## config.mk

```make
export PLATFORM = sky130hd
export DESIGN_NAME = ssp_spi_port
export DESIGN_NICKNAME = d
export VERILOG_FILES = /design/src/ssp_pkg.sv /design/src/ssp_edge_if.sv /design/src/ssp_spi_port.sv /design/src/ssp_pin_sync.sv
export SDC_FILE = /design/constraint.sdc
export NUM_CORES = 1
export LEC_CHECK = 0
export ABC_CLOCK_PERIOD_IN_PS = 3000
export BUFFER_PORTS_ARGS = -buffer_cell sky130_fd_sc_hd__buf_2
export CAP_MARGIN = 30
export CELL_PAD_IN_SITES_DETAIL_PLACEMENT = 1
export CELL_PAD_IN_SITES_GLOBAL_PLACEMENT = 1
export CORE_MARGIN = 3
export CORE_UTILIZATION = 48
export CTS_CLUSTER_DIAMETER = 30
export DETAILED_ROUTE_END_ITERATION = 16
export PLACE_DENSITY = 0.89
export SYNTH_ARGS = -nofsm -noshare
export SYNTH_HDL_FRONTEND = slang
export SYNTH_SLANG_ARGS = --single-unit
```

## constraint.sdc

```tcl
create_clock -name sys_clk -period 3 [get_ports sys_clk]
set_input_delay 0.15 -clock sys_clk [delete_from_list [all_inputs] [get_ports sys_clk]]
set_output_delay 0.15 -clock sys_clk [all_outputs]
set_load 0.01 [all_outputs]
```

## src/ssp_pkg.sv

```systemverilog
/*
  ssp_pkg: register offsets, field positions, reset values and mode codes
  for the synchronous serial port in spi mode.
  assumes: an 8-bit register port with one-cycle read latency.
*/
package ssp_pkg;
  localparam int unsigned SSP_AW = 2;
  localparam int unsigned SSP_DW = 8;
  // register offsets
  localparam logic [1:0] SSP_OFS_CTRL1  = 2'h0;
  localparam logic [1:0] SSP_OFS_STATUS = 2'h1;
  localparam logic [1:0] SSP_OFS_BUF    = 2'h2;
  localparam logic [1:0] SSP_OFS_PINDIR = 2'h3;
  // control one fields
  localparam int unsigned SSP_C1_WRITE_COLLISION_FLAG = 7;
  localparam int unsigned SSP_C1_OVF  = 6;
  localparam int unsigned SSP_C1_EN   = 5;
  localparam int unsigned SSP_C1_CKP  = 4;
  localparam int unsigned SSP_C1_MODE = 0;
  // status fields
  localparam int unsigned SSP_ST_SMP = 7;
  localparam int unsigned SSP_ST_CKE = 6;
  localparam int unsigned SSP_ST_IRQ = 1;
  localparam int unsigned SSP_ST_BF  = 0;
  // pin direction fields: 1 = input
  localparam int unsigned SSP_PD_SDI = 0;
  localparam int unsigned SSP_PD_SDO = 1;
  localparam int unsigned SSP_PD_SCK = 2;
  localparam int unsigned SSP_PD_SS  = 3;
  localparam logic [7:0] SSP_CTRL1_RST  = 8'h00;
  localparam logic [1:0] SSP_STCFG_RST  = 2'h0;
  localparam logic [3:0] SSP_PINDIR_RST = 4'hf;
  // mode codes
  localparam logic [3:0] SSP_MODE_M4   = 4'h0;
  localparam logic [3:0] SSP_MODE_M16  = 4'h1;
  localparam logic [3:0] SSP_MODE_M64  = 4'h2;
  localparam logic [3:0] SSP_MODE_S_SS = 4'h4;
  localparam logic [3:0] SSP_MODE_S    = 4'h5;
  localparam int unsigned SSP_BITS = 8;
  // half-period counts in sys_clk cycles for each master rate
  // fastest rate leaves the 3-flop sdi path settled before sampling only with end sampling (smp=1)
  localparam logic [5:0] SSP_HALF_M4  = 6'h04;
  localparam logic [5:0] SSP_HALF_M16 = 6'h08;
  localparam logic [5:0] SSP_HALF_M64 = 6'h20;
endpackage

```

## src/ssp_edge_if.sv

```systemverilog
/*
  ssp_edge_if: carries the synchronised serial clock edges and levels
  from the pin sampler to the port core.
  assumes: one sys_clk domain.
*/
`timescale 1ns/1ps
interface ssp_edge_if;
  logic sck_lvl;
  logic sck_rise;
  logic sck_fall;
  logic sdi_lvl;
  logic ss_n_lvl;
  modport src (output sck_lvl, output sck_rise, output sck_fall, output sdi_lvl, output ss_n_lvl);
  modport dst (input sck_lvl, input sck_rise, input sck_fall, input sdi_lvl, input ss_n_lvl);
endinterface

```

## src/ssp_spi_port.sv

```systemverilog
/*
  ssp_spi_port: synchronous serial port in spi mode, master or slave,
  with one shift register and a receive holding buffer.
  assumes: register port driven on sys_clk, pins resolved by the bench.
*/
// Overview of operation
// - master drives sck out; slave takes sck in
// - polarity bit sets the sck idle level
// - sample bit picks mid or end of output time for input, master modes only
// - edge bit picks which sck edge changes output data
// - master rate select, used only in master modes
// - slave select mode, used only in slave modes
// - options come from control one low six bits, status top two
// - pins serve the port only while enable is set
// - opposite pin direction overrides and disables that pin function
// - one shift register, most significant bit first
// - after eight bits the byte moves to the holding buffer
// - that move sets buffer full and the irq flag
// - received data double-buffered; next byte may start before read
// - buffer write during a transfer ignored, collision flag set
// - collision flag sticks until cleared; blocks buffer writes till then
// - reading the buffer clears buffer full
// - shift register only reached through the buffer register
`timescale 1ns/1ps
module ssp_spi_port
  import ssp_pkg::*;
(
  // clock and reset
  input  wire logic                      sys_clk,
  input  wire logic                      rstn,
  // register port
  input  wire logic [ssp_pkg::SSP_AW-1:0] reg_addr,
  input  wire logic [ssp_pkg::SSP_DW-1:0] reg_wdata,
  input  wire logic                      reg_wr,
  input  wire logic                      reg_rd,
  output logic      [ssp_pkg::SSP_DW-1:0] reg_rdata,
  // serial pins
  input  wire logic                      sck_i,
  output logic                           sck_o,
  output logic                           sck_oe,
  input  wire logic                      sdi_i,
  output logic                           sdo_o,
  output logic                           sdo_oe,
  input  wire logic                      ss_n_i,
  // status
  output logic                           transfer_irq_flag
);
  import ssp_pkg::*;

  typedef enum logic [2:0] {
    SSP_IDLE = 3'b001,
    SSP_LEAD = 3'b010,
    SSP_TRAIL = 3'b100
  } ssp_state_t;

  ssp_edge_if edges ();

  ssp_pin_sync u_sync (
    .sys_clk (sys_clk),
    .rstn    (rstn),
    .sck_i   (sck_i),
    .sdi_i   (sdi_i),
    .ss_n_i  (ss_n_i),
    .edges   (edges)
  );

  logic [7:0]  ctrl1_reg;
  logic [1:0]  stcfg_reg;
  logic [3:0]  pindir_reg;
  logic [7:0]  buf_reg;
  logic [7:0]  sr_reg;
  logic [7:0]  sr_next;
  logic [3:0]  bit_cnt_reg;
  logic [5:0]  div_cnt_reg;
  logic        sck_int_reg;
  logic        bf_reg;
  logic        write_collision_flag_reg;
  logic        ovf_reg;
  logic        irq_reg;
  logic        out_bit_reg;
  logic        busy_reg;
  ssp_state_t  state_reg;
  logic [7:0]  rdata_reg;

  // option decode
  wire        en       = ctrl1_reg[SSP_C1_EN];
  wire [3:0]  mode     = ctrl1_reg[SSP_C1_MODE +: 4];
  wire        ckp      = ctrl1_reg[SSP_C1_CKP];
  wire        smp      = stcfg_reg[1];
  wire        cke      = stcfg_reg[0];
  wire        is_master = (mode == SSP_MODE_M4) || (mode == SSP_MODE_M16) ||
                          (mode == SSP_MODE_M64);
  wire        is_slave = (mode == SSP_MODE_S_SS) || (mode == SSP_MODE_S);
  wire        use_ss   = (mode == SSP_MODE_S_SS);
  wire [5:0]  half_cnt = (mode == SSP_MODE_M16) ? SSP_HALF_M16 :
                         (mode == SSP_MODE_M64) ? SSP_HALF_M64 : SSP_HALF_M4;

  // pin function gating by enable and direction bits; ss_ok by its direction bit only
  wire        sdi_ok   = en & pindir_reg[SSP_PD_SDI];
  wire        sdo_ok   = en & ~pindir_reg[SSP_PD_SDO];
  wire        sckm_ok  = en & is_master & ~pindir_reg[SSP_PD_SCK];
  wire        scks_ok  = en & is_slave & pindir_reg[SSP_PD_SCK];
  wire        ss_ok    = pindir_reg[SSP_PD_SS];
  wire        ss_sel   = ~use_ss | (ss_ok & ~edges.ss_n_lvl);
  wire        din      = sdi_ok & edges.sdi_lvl;

  // register access decode
  wire        wr_ctrl  = reg_wr & (reg_addr == SSP_OFS_CTRL1);
  wire        wr_stat  = reg_wr & (reg_addr == SSP_OFS_STATUS);
  wire        wr_buf   = reg_wr & (reg_addr == SSP_OFS_BUF);
  wire        wr_dir   = reg_wr & (reg_addr == SSP_OFS_PINDIR);
  wire        rd_buf   = reg_rd & (reg_addr == SSP_OFS_BUF);
  wire        buf_take = wr_buf & ~busy_reg & ~write_collision_flag_reg & en;
  wire        collide  = wr_buf & (busy_reg | write_collision_flag_reg);

  // slave edges in the idle-relative sense: lead leaves idle, trail returns
  wire        s_lead   = scks_ok & ss_sel & (ckp ? edges.sck_fall : edges.sck_rise);
  wire        s_trail  = scks_ok & ss_sel & (ckp ? edges.sck_rise : edges.sck_fall);
  wire        m_tick   = (div_cnt_reg == 6'h01);
  wire        m_lead   = is_master & (state_reg == SSP_LEAD) & m_tick;
  wire        m_trail  = is_master & (state_reg == SSP_TRAIL) & m_tick;
  wire        lead     = is_master ? m_lead : s_lead;
  wire        trail    = is_master ? m_trail : s_trail;
  // cke=1: data changes on trail, sampled on lead; cke=0 the reverse
  wire        shift_ev = cke ? trail : lead;
  wire        samp_ev  = cke ? lead : trail;
  // smp=1 (master only) moves sampling to the end of the output time
  wire        samp_now = (smp & is_master) ? shift_ev : samp_ev;
  wire [3:0]  cnt_inc  = bit_cnt_reg + 4'h1;
  wire        byte_done = samp_now & (cnt_inc == 4'(SSP_BITS));

  // msb-first shift, captured bit enters the lsb
  assign sr_next = {sr_reg[6:0], din};

  always_ff @(posedge sys_clk) begin
    if (!rstn) begin
      ctrl1_reg  <= SSP_CTRL1_RST;
      stcfg_reg  <= SSP_STCFG_RST;
      pindir_reg <= SSP_PINDIR_RST;
    end else begin
      if (wr_ctrl) begin
        ctrl1_reg[5:0] <= reg_wdata[5:0];
      end
      if (wr_stat) begin
        stcfg_reg <= reg_wdata[7:6];
      end
      if (wr_dir) begin
        pindir_reg <= reg_wdata[3:0];
      end
    end
  end

  // flags: hardware set wins over software clear
  always_ff @(posedge sys_clk) begin
    if (!rstn || !en) begin
      bf_reg   <= 1'b0;
      write_collision_flag_reg <= 1'b0;
      ovf_reg  <= 1'b0;
      irq_reg  <= 1'b0;
    end else begin
      bf_reg   <= byte_done | (bf_reg & ~rd_buf);
      write_collision_flag_reg <= collide | (write_collision_flag_reg & ~(wr_ctrl & ~reg_wdata[SSP_C1_WRITE_COLLISION_FLAG]));
      ovf_reg  <= (byte_done & bf_reg & ~rd_buf) |
                  (ovf_reg & ~(wr_ctrl & ~reg_wdata[SSP_C1_OVF]));
      irq_reg  <= byte_done | (irq_reg & ~(wr_stat & ~reg_wdata[SSP_ST_IRQ]));
    end
  end

  // shift engine
  always_ff @(posedge sys_clk) begin
    if (!rstn || !en) begin
      sr_reg      <= 8'h00;
      buf_reg     <= 8'h00;
      bit_cnt_reg <= 4'h0;
      busy_reg    <= 1'b0;
      out_bit_reg <= 1'b0;
    end else begin
      if (buf_take) begin
        sr_reg      <= reg_wdata;
        out_bit_reg <= reg_wdata[7];
        busy_reg    <= 1'b1;
        bit_cnt_reg <= 4'h0;
      end else begin
        // sampling shifts; when both fall together the next bit is sr[6]
        if (shift_ev) begin
          out_bit_reg <= (smp & is_master) ? sr_reg[6] : sr_reg[7];
        end
        if (samp_now) begin
          sr_reg      <= sr_next;
          bit_cnt_reg <= cnt_inc;
          busy_reg    <= 1'b1;
        end
        if (byte_done) begin
          // new byte lands while the old one may still be unread
          buf_reg     <= sr_next;
          bit_cnt_reg <= 4'h0;
          busy_reg    <= 1'b0;
        end
      end
    end
  end

  // master clock generator
  always_ff @(posedge sys_clk) begin
    if (!rstn || !en || !is_master) begin
      state_reg   <= SSP_IDLE;
      div_cnt_reg <= SSP_HALF_M4;
      sck_int_reg <= 1'b0;
    end else begin
      case (state_reg)
        SSP_IDLE: begin
          sck_int_reg <= 1'b0;
          if (buf_take) begin
            state_reg   <= SSP_LEAD;
            div_cnt_reg <= half_cnt;
          end
        end
        SSP_LEAD: begin
          div_cnt_reg <= m_tick ? half_cnt : div_cnt_reg - 6'h01;
          if (m_tick) begin
            sck_int_reg <= 1'b1;
            state_reg   <= SSP_TRAIL;
          end
        end
        SSP_TRAIL: begin
          div_cnt_reg <= m_tick ? half_cnt : div_cnt_reg - 6'h01;
          if (m_tick) begin
            sck_int_reg <= 1'b0;
            state_reg   <= byte_done ? SSP_IDLE : SSP_LEAD;
          end
        end
        default: begin
          state_reg <= SSP_IDLE;
        end
      endcase
    end
  end

  // read mux, data one cycle after the strobe
  wire [7:0] ctrl_rd = {write_collision_flag_reg, ovf_reg, ctrl1_reg[5:0]};
  wire [7:0] stat_rd = {stcfg_reg, 4'h0, busy_reg, 1'b0} |
                       {6'h00, irq_reg, bf_reg};
  wire [7:0] rd_mux  = (reg_addr == SSP_OFS_CTRL1)  ? ctrl_rd :
                       (reg_addr == SSP_OFS_STATUS) ? stat_rd :
                       (reg_addr == SSP_OFS_BUF)    ? buf_reg :
                       {4'h0, pindir_reg};

  always_ff @(posedge sys_clk) begin
    if (!rstn) begin
      rdata_reg <= 8'h00;
    end else begin
      rdata_reg <= reg_rd ? rd_mux : 8'h00;
    end
  end

  assign reg_rdata         = rdata_reg;
  assign transfer_irq_flag = irq_reg;
  assign sck_o             = sck_int_reg ^ ckp;
  assign sck_oe            = sckm_ok;
  // slave with select mode releases sdo while deselected
  assign sdo_oe            = sdo_ok & (is_master | ss_sel);
  assign sdo_o             = out_bit_reg;
endmodule

```

## src/ssp_pin_sync.sv

```systemverilog
/*
  ssp_pin_sync: three-flop sampling of the slave clock, data-in and select
  pins; a change counts once the second and third flops agree.
  assumes: pins asynchronous to sys_clk, sck slower than sys_clk / 4.
*/
`timescale 1ns/1ps
module ssp_pin_sync (
  // clock and reset
  input  wire logic sys_clk,
  input  wire logic rstn,
  // raw pins
  input  wire logic sck_i,
  input  wire logic sdi_i,
  input  wire logic ss_n_i,
  // cleaned levels and edges
  ssp_edge_if.src   edges
);
  logic [2:0] s1_reg;
  logic [2:0] s2_reg;
  logic [2:0] s3_reg;
  logic [2:0] lvl_reg;
  logic [2:0] lvl_next;
  logic       sck_prev_reg;

  assign lvl_next = (s2_reg & s3_reg) | (lvl_reg & (s2_reg | s3_reg));

  always_ff @(posedge sys_clk) begin
    if (!rstn) begin
      s1_reg       <= 3'h7;
      s2_reg       <= 3'h7;
      s3_reg       <= 3'h7;
      lvl_reg      <= 3'h7;
      sck_prev_reg <= 1'b1;
    end else begin
      s1_reg       <= {ss_n_i, sdi_i, sck_i};
      s2_reg       <= s1_reg;
      s3_reg       <= s2_reg;
      lvl_reg      <= lvl_next;
      sck_prev_reg <= lvl_reg[0];
    end
  end

  assign edges.sck_lvl  = lvl_reg[0];
  assign edges.sck_rise = lvl_reg[0] & ~sck_prev_reg;
  assign edges.sck_fall = ~lvl_reg[0] & sck_prev_reg;
  assign edges.sdi_lvl  = lvl_reg[1];
  assign edges.ss_n_lvl = lvl_reg[2];
endmodule

```

; ---- Word-level counts from Yosys, hierarchy flattened
; Cells that the tools add are included.
[totals]
wordCells = 158
output_inout_bits = 13
ff_bits = 69
inputBits = 17
[op_classes]
add_sub_neg = 2
mux = 31
n_eq_ne = 15
bitwise = 67
reduce_logical = 22
[op_table]
columns = operator, n
row1 = two-way mux 8 bit, 5
row2 = AND 1 bit, 38
row3 = two-way mux 6 bit, 4
row4 = inverter 1 bit, 16
row5 = two-way mux 1 bit, 15
row6 = case mux 6 bit (2 select lines), 1
row7 = two-way mux 3 bit, 3
row8 = case mux 3 bit (3 select lines), 1
row9 = equality test 4 x 3 -> 1 bit (second input constant), 2
row10 = bitwise OR 8 x 2 -> 8 bit, 1
row11 = bitwise OR 1 bit, 7
row12 = AND 3 bit, 2
row13 = equality test 6 x 1 -> 1 bit (second input constant), 1
row14 = inequality test 2 bit (second input constant), 3
row15 = bitwise OR 3 bit, 2
row16 = AND reduction 2 bit, 3
row17 = AND reduction 3 bit, 2
row18 = nonzero test 2 bit, 3
row19 = nonzero test 3 bit, 2
row20 = subtractor 6 x 1 -> 6 bit (second input constant), 1
row21 = logical OR 1 bit, 5
row22 = adder 4 x 1 -> 4 bit (second input constant), 1
row23 = equality test 2 bit (second input constant), 2
row24 = equality test 4 x 1 -> 1 bit (second input constant), 1
row25 = other kinds (14), 16

; ---- Longest topological paths before layout
; Gate-level depths: netlist of the first run.
[depth]
word_depth = 13
mapped_depth = 9

; ---- Cells and area by module
; Synthesis of the first run repeated with hierarchy kept, for this count alone.
[hier_totals]
cells_unflattened = 358
area_unflattened_um2 = 3286.9
[modules_own_cells]
columns = mod, instances, cells_per_inst, seq_area_each_um2, area_each_um2
row1 = ssp_spi_port, 1, 323, 1121.1, 2885.3
row2 = ssp_pin_sync, 1, 35, 260.2, 401.6

; ---- Least setup slack after synthesis of the first run
; OpenSTA, ideal clock, no wires.
[synth_path]
path_type = flip-flop to flip-flop
startpoint = register div_cnt_reg[0]
endpoint = register bit_cnt_reg[2]
path_buffers = 1
setup_slack_ns = 0.998
arrival_ns = 1.942
t_required_ns = 2.940
synth_period_minus_slack_ns = 2.002
stages_incl_launch_ff = 9
path_cell_list = dfxtp_1 ha_1 nor2b_1 nand4_2 o211ai_1 o2111ai_2 buf_6 or4_1 nand2_1
[synth_via]
elab_chain_cells = 7
word_cells_on_any_way = 10
classes_between = eq/ne: 1 / mux: 5 / bitwise: 3 / reduce/logical: 1
[synth_rtl]
columns = item, line
row1 = "start, declared", ssp_spi_port.sv:74  ; logic [5:0] div_cnt_reg;
row2 = "start signal, assigned", ssp_spi_port.sv:215  ; div_cnt_reg <= half_cnt;
row3 = "start signal, assigned", ssp_spi_port.sv:219  ; div_cnt_reg <= m_tick ? half_cnt : div_cnt_reg - 6'h01;
row4 = "start signal, assigned", ssp_spi_port.sv:226  ; div_cnt_reg <= m_tick ? half_cnt : div_cnt_reg - 6'h01;
row5 = equality test 6 x 1 -> 1 bit (*), ssp_spi_port.sv:119  ; wire m_tick = (div_cnt_reg == 6'h01);
row6 = AND 1 bit (on tied branches), "ssp_spi_port.sv:121, ssp_spi_port.sv:120"
row7 = two-way mux 1 bit (on tied branches), "ssp_spi_port.sv:123, ssp_spi_port.sv:122"
row8 = two-way mux 1 bit (on tied branches), "ssp_spi_port.sv:126, ssp_spi_port.sv:125"
row9 = two-way mux 1 bit (*), ssp_spi_port.sv:128  ; wire samp_now = (smp & is_master) ? shift_ev : samp_ev;
row10 = AND 1 bit, ssp_spi_port.sv:130  ; wire byte_done = samp_now & (cnt_inc == 4'(SSP_BITS));
row11 = OR reduction 3 bit (no source line), n/a
row12 = "end signal, assigned", ssp_spi_port.sv:190  ; bit_cnt_reg <= cnt_inc;
row13 = "end, declared", ssp_spi_port.sv:73  ; logic [3:0] bit_cnt_reg;
; Mark *: on every way between the ends. The rest lies on a longest branch, timed or not.
; A chain may end at the register's enable or synchronous reset.

; ---- Worst setup path in the final report of the first run
[layout_path]
startpoint = register ctrl1_reg[2]
endpoint = register bit_cnt_reg[2]
[layout_via]
elab_chain_cells = 11
word_cells_on_any_way = 27
classes_between = eq/ne: 4 / mux: 5 / bitwise: 13 / reduce/logical: 5
[layout_rtl]
columns = item, line
row1 = "start, declared", ssp_spi_port.sv:67  ; logic [7:0] ctrl1_reg;
row2 = "start signal, assigned", ssp_spi_port.sv:142  ; ctrl1_reg[5:0] <= reg_wdata[5:0];
row3 = equality test 4 x 3 -> 1 bit (on tied branches), "ssp_spi_port.sv:93, ssp_spi_port.sv:94"
row4 = logical OR 1 bit, ssp_spi_port.sv:93  ; wire is_slave = (mode == SSP_MODE_S_SS) || (mode == SSP_MODE_S);
row5 = AND 1 bit (2 in series), ssp_spi_port.sv:102  ; wire scks_ok = en & is_slave & pindir_reg[SSP_PD_SCK];
row6 = AND 1 bit, "ssp_spi_port.sv:117, ssp_spi_port.sv:118"
row7 = AND 1 bit (on tied branches), "ssp_spi_port.sv:118, ssp_spi_port.sv:117"
row8 = two-way mux 1 bit (on tied branches), "ssp_spi_port.sv:123, ssp_spi_port.sv:122"
row9 = two-way mux 1 bit (on tied branches), "ssp_spi_port.sv:126, ssp_spi_port.sv:125"
row10 = two-way mux 1 bit (*), ssp_spi_port.sv:128
row11 = AND 1 bit, ssp_spi_port.sv:130
row12 = OR reduction 3 bit (no source line), n/a
; Marked as above.

==> impl_metrics.ini, run 1 <==
[synth]
ys_seq_area_share_pct = 42.30
synth.mux.area_fraction_pct = 9.655
avgSynthCellArea_um2 = 8.779
synth_fp_nets = 393
synth_area_um2 = 3266
synth_ff_type = dfxtp_1
synth-seq-cells = 69
synth_warnings = 0
synth_edf_count = 0
synth_cell_types = 57
synth_top_family_by_area = simple AND/OR/NAND/NOR gates
synth_compound_area_share_pct = 17.28
synthXorXnorAreaFrac_pct = 1.609
syn_inst = 372
synth_adder_area_share_pct = 1.533
synth_simple_gate_area_share_pct = 23.91
synthArstFlopShare_pct = 0

[floorplan]
start_util_pct = 50.56
die_w_um = 88.48
core_area_um2 = 6459
pin_count = 30
rows = 29
die_h_um = 88.48
fp.dieArea_um2 = 7829

[detailed_routing]
route.detailed.drc = 0
wl_per_cell_um = 19.40
via_per_inst = 6.059
dr_total_vias = 2896
routed_wl_um = 9273
dr.pass1.iters = 4
drtIter0Drc = 196
postRouteAntennaNets = 0

[clock_tree]
cts_made_buffers = 9
cts_max_level = 3
cts_setup_buffers = 0
clkTransAtPathRegs_ns = 0.08
clockBufferDepth = 2
clock_latency_ns = 0.35
hold_buffers = 1
clock-sinks = 69
cts_tree = done
cts-root-buf = clkbuf_8
cts_resized = 0

[sta]
maxSlewHeadroom_pct = 47.02
slew_violations = 0
setup_viol = 0
rsz0062_at_grt = no
finalHoldViolCount = 0
fmax_mhz = 406.9
skew_ns = 0.01274
setup_tns_ns = 0
finalCritPeriodShare_pct = 81.91
layout_min_cycle_time_ns = 2.457
worst_pin_slew_ns = 0.7899

[place]
place.gp.congestion = 0.8654
io_buffers = 29
hpwl_um = 6640

[final_layout]
fin_nets = 417
antennaDiodeCount = 0
drive_gt1_share_pct = 17.21
multi_input_area_um2 = 1769
fillCellCount = 774
final_common_cell = dfxtp_1
ff_latch_area_um2 = 1381
syn2layout_area_growth_pct = 11.88
layout_common_cells = 69 x dfxtp_1, 48 x nand2_1, 31 x nor2_1

[worst_hold_path]
hold_depth = 2
hp-start = ss_n_i
whs_endpoint = u_sync.s1_reg[2]
hold_path.class = in -> reg

[setup_path]
r2r_slack_ns = 0.54
crit_required_ns = 3.30
crit_fanout = 17
critPathKind = reg -> reg
r2r_start = ctrl1_reg[2]
worst_setup_path_end_kind = flip-flop
critPathArrivalTime_ns = 2.75
reg2reg_to = bit_cnt_reg[2]
ff2ff_path_depth = 7
start_kind = flip-flop

[power]
p_leak_nw = 1.388
powerDensity_nw_per_um2 = 497.6
vdd_drop_max_mv = 0.3342
p_total_mw = 1.818

[run_status]
outcome = complete, no violations

[global_routing]
grt_antenna_before_repair = 0
grt_pass1_vias = 2961
grt_max_degree = 28
grt_pass1_wl_um = 14790
groute.usage.overall_pct = 25.13
globalRouteOverflowTotal = 0

[flow_run]
maxCapViolCount = 0
report_power, final:
part / switching (mW) / leakage, nW / internal [mW]
clock: 0.387 / 0.0918 / 0.386
sequential: 0.0137 / 0.559 / 0.928
combinational: 0.0627 / 0.737 / 0.0404
total: 0.464 / 1.39 / 1.35
cells in the mapped netlist, types with 2 or more instances:
library cell / instances / area [µm²]
buf_6: 2 / 22.52
o2111ai_1: 3 / 26.28
clkbuf_1: 12 / 45.04
ha_1: 4 / 50.05
mux2i_1: 27 / 270.3
buf_1: 3 / 11.26
mux2_2: 2 / 22.52
nor2_1: 31 / 116.4
a21o_1: 3 / 22.52
a211oi_1: 2 / 15.01
buf_2: 4 / 20.02
nand3b_1: 5 / 37.54
a31oi_1: 2 / 12.51
a221oi_1: 2 / 17.52
nand3_1: 15 / 75.07
xor2_1: 3 / 26.28
xnor2_1: 3 / 26.28
a21oi_1: 23 / 115.1
inv_1: 6 / 22.52
or4_1: 3 / 22.52
nand4_1: 3 / 18.77
a21boi_0: 7 / 52.55
o311ai_0: 2 / 17.52
nor3_1: 5 / 25.02
dfxtp_1: 69 / 1381
o211ai_1: 2 / 15.01
nand2b_1: 14 / 87.58
and2_1: 2 / 12.51
o21ai_0: 17 / 85.08
or2_2: 2 / 12.51
a22oi_1: 3 / 22.52
nor3b_1: 5 / 37.54
nand2_1: 48 / 180.2
a31o_2: 7 / 61.31
nor2b_1: 9 / 56.30
per-layer routing:
metal,wire [µm],GRT usage (%),vias to the layer above
met1,4007,31.27,1425
met3,432,6.797,21
met2,4595,41.94,72
li1,-,-,1378
met4,237,8.791,0
met5,0,0,-
worst max path at each step:
stage,to,from,slack (ns),cells past startpoint
after floorplan,bit_cnt_reg[2],div_cnt_reg[0],1.0,8
after global placement,bit_cnt_reg[2],ctrl1_reg[2],0.67,7
after detailed placement,div_cnt_reg[3],reg_addr[0],0.56,6
after CTS,bit_cnt_reg[2],ctrl1_reg[2],0.57,7
after global routing,bit_cnt_reg[3],div_cnt_reg[1],0.39,9
final,bit_cnt_reg[2],ctrl1_reg[2],0.54,7
area by class of cell:
| class | count | area share, % |
|---|---|---|
| multi-input combinational | 276 | 48.42 |
| sequential | 69 | 37.81 |
| timing repair buffer | 34 | 5.069 |
| clock buffer | 9 | 3.390 |
| tap | 77 | 2.637 |
| clock inverter | 7 | 2.055 |
| inverter | 6 | 0.6164 |
stage by stage:
step                utilization (%)  hold WS [ns]  worst slack [ns]  instances  area [µm²]
global placement              53.33        0.3366            0.6666        461        3445
floorplan                         -        0.2515            0.9985        372        3266
global route                  56.57       0.03761            0.3882        478        3654
CTS                           56.57       0.02273            0.5735        478        3654
finish                        56.57       0.03213            0.5426        478        3654
detailed placement            53.33        0.3452            0.5607        461        3445
worst max-delay path, cell delays in order (launching register included):
cell       delay [ns]
dfxtp_1          0.47
nor3b_2          0.27
o2111ai_1        0.25
a21oi_1          0.32
o2111ai_2        0.26
buf_4            0.28
or4_1            0.47
nand2_1          0.08
cell families after synthesis:
family | count (synthesis)
and+or+nand+nor | 152
AOI/OAI and AO/OA | 84
buffers and inverters | 27
muxes | 30
xor gates and xnor gates | 6
DFF | 69
adders and majority gates | 4
No activity file was read; power rests on OpenSTA's default activity.
==> inputs of run 2 (changes only) <==
--- a/config.mk
+++ b/config.mk
@@ -5,16 +5,16 @@
 export SDC_FILE = /design/constraint.sdc
 export NUM_CORES = 1
 export LEC_CHECK = 0
-export ABC_CLOCK_PERIOD_IN_PS = 3000
+export ABC_CLOCK_PERIOD_IN_PS = 2050
 export BUFFER_PORTS_ARGS = -buffer_cell sky130_fd_sc_hd__buf_2
 export CAP_MARGIN = 30
 export CELL_PAD_IN_SITES_DETAIL_PLACEMENT = 1
 export CELL_PAD_IN_SITES_GLOBAL_PLACEMENT = 1
 export CORE_MARGIN = 3
-export CORE_UTILIZATION = 48
+export CORE_UTILIZATION = 40
 export CTS_CLUSTER_DIAMETER = 30
 export DETAILED_ROUTE_END_ITERATION = 16
-export PLACE_DENSITY = 0.89
+export PLACE_DENSITY = 0.79
 export SYNTH_ARGS = -nofsm -noshare
 export SYNTH_HDL_FRONTEND = slang
 export SYNTH_SLANG_ARGS = --single-unit
==> constraint.sdc (replaced) <==
create_clock -name sys_clk -period 2.05 [get_ports sys_clk]
set_input_delay 0.1025 -clock sys_clk [delete_from_list [all_inputs] [get_ports sys_clk]]
set_output_delay 0.1025 -clock sys_clk [all_outputs]
set_load 0.01 [all_outputs]
==> impl_metrics.ini, run 2 (synthesized netlist as in run 1, its figures left out) <==
[setup_path]
ff2ff_path_depth = 7
crit_required_ns = 2.34
critPathArrivalTime_ns = 2.38
r2r_start = ctrl1_reg[3]
r2r_slack_ns = -0.03
start_kind = flip-flop
path_delay_family = simple AND/OR/NAND/NOR gates
critPathSlowestCell = or4_4
cp_cell_sequence = nor3b_4 > o2111ai_4 > o211ai_1 > buf_4 > o2111ai_4 > or4_4 > nand2_2
cp-startpoint = ctrl1_reg[3]
crit_fanout = 5
path_buf_inv = 1
reg2reg_to = bit_cnt_reg[2]
worst_path_most_repeated_cell = o2111ai_4
crit_path_max_incr_delay_ns = 0.54
worst_setup_path_end_kind = flip-flop
critPathKind = reg -> reg

[clock_tree]
cts_made_buffers = 9
cts-root-buf = clkbuf_8
cts_tree = done
clock_latency_ns = 0.35
cts_max_level = 3
clock-sinks = 69
clkTransAtPathRegs_ns = 0.08
clockBufferDepth = 2

[run_status]
outcome = finished with violations
violations = setup timing

[place]
io_buffers = 29
hpwl_um = 6778
place.gp.congestion = 0.8284
place_area_um2 = 3779
dp_cells = 523

[final_layout]
final_common_cell = dfxtp_1
final_util_pct = 54.73
drive_gt1_share_pct = 31.93
finalNonFillerCells = 553
fillCellCount = 886
antennaDiodeCount = 0
fin_nets = 468
syn2layout_area_growth_pct = 30.84
final_area_um2 = 4273
layout_common_cells = 62 x dfxtp_1, 46 x nand2_1, 45 x buf_4

[sta]
setup_viol = 15
rsz0062_at_grt = yes
finalHoldViolCount = 0
layout_min_cycle_time_ns = 2.085
slew_violations = 0
finalCritPeriodShare_pct = 101.7
worst_pin_slew_ns = 0.6623
timing.final.ws_setup_ns = -0.03498
skew_ns = 0.01016
fmax_mhz = 479.6
maxSlewHeadroom_pct = 55.68

[global_routing]
globalRouteOverflowTotal = 0
groute.usage.overall_pct = 22.72
grt_pass1_vias = 3137
grt_max_degree = 23
grt_antenna_before_repair = 0
grt_pass1_wl_um = 15950

[flow_run]
maxCapViolCount = 0

[floorplan]
die_w_um = 96.36
die_h_um = 96.36
pin_count = 30
start_util_pct = 41.83
rows = 32
fp.dieArea_um2 = 9284
core_area_um2 = 7807

[detailed_routing]
dr_total_vias = 3133
routed_wl_um = 10610
route.detailed.drc = 0
postRouteAntennaNets = 0
drtIter0Drc = 185
via_per_inst = 5.665
dr.pass1.iters = 5
wl_per_cell_um = 19.19

[power]
p_leak_nw = 1.651
powerDensity_nw_per_um2 = 599.4
vdd_drop_max_mv = 0.4908

[worst_hold_path]
hp-start = reg_wdata[4]
whs_endpoint = sr_reg[4]
hold_depth = 2
hold_path.class = in -> reg
## run 2: how the worst max path moves through the flow
stage	end	depth (start not counted)	slack, ns
after floorplan	bit_cnt_reg[2]	8	0.05
after global placement	sr_reg[3]	7	0.02
after detailed placement	ovf_reg	6	-0.14
after CTS	buf_reg[3]	8	0.02
after global routing	bit_cnt_reg[1]	7	-0.14
final	bit_cnt_reg[2]	7	-0.03
## run 2: final cells by class
cell class,instances,area [µm²],area share [%]
Clock inverter,6,41.29,0.9663
Inverter,6,22.52,0.5271
Tap cell,102,127.6,2.987
Timing Repair Buffer,84,608.1,14.23
Multi-Input combinational cell,277,1952,45.68
Clock buffer,9,123.9,2.899
Sequential cell,69,1398,32.71
## run 2: report_power, final
group	total (mW)	internal, mW	switching, mW
combinational	0.221	0.101	0.121
sequential	1.37	1.36	0.0184
clock	0.967	0.429	0.538
total	2.56	1.88	0.677
## run 2: metal layers
metal / global-route usage [%] / share of wire (%) / up-vias / routed length, µm
met4: 5.958 / 0.97 / 0 / 103
met5: 0 / 0 / - / 0
met2: 37.84 / 51 / 100 / 5458
li1: - / - / 1482 / -
met3: 6.646 / 5.6 / 15 / 597
met1: 28.66 / 42 / 1536 / 4451
## run 2: through the flow
stage          TNS (ns)  setup WS [ns]  hold WS (ns)  power [mW]
6_report        -0.2846       -0.03498       0.01582       2.561
5_1_grt          -2.401        -0.1355       0.01186       2.657
4_1_cts               0        0.01543       0.01159       2.550
3_5_place_dp     -2.516        -0.1369        0.2881       1.580
3_3_place_gp          0        0.01781        0.2847       1.573
2_1_floorplan         0        0.04846        0.2040       1.500
## run 2: worst register-to-register path, stage by stage (launching register included)
cell and delay, ns:
dfxtp_4 0.38, nor3b_4 0.24, o2111ai_4 0.18, o211ai_1 0.21, buf_4 0.19, o2111ai_4 0.21, or4_4 0.54, nand2_2 0.07
## run 2: timing repair
item,CTS,global route
cloned,1,0
setup buffers,8,3
pin swaps,7,5
setup endpoints to repair,26,29
hold endpoints to repair,3,1
hold buffers,3,1
resized for setup,21,25
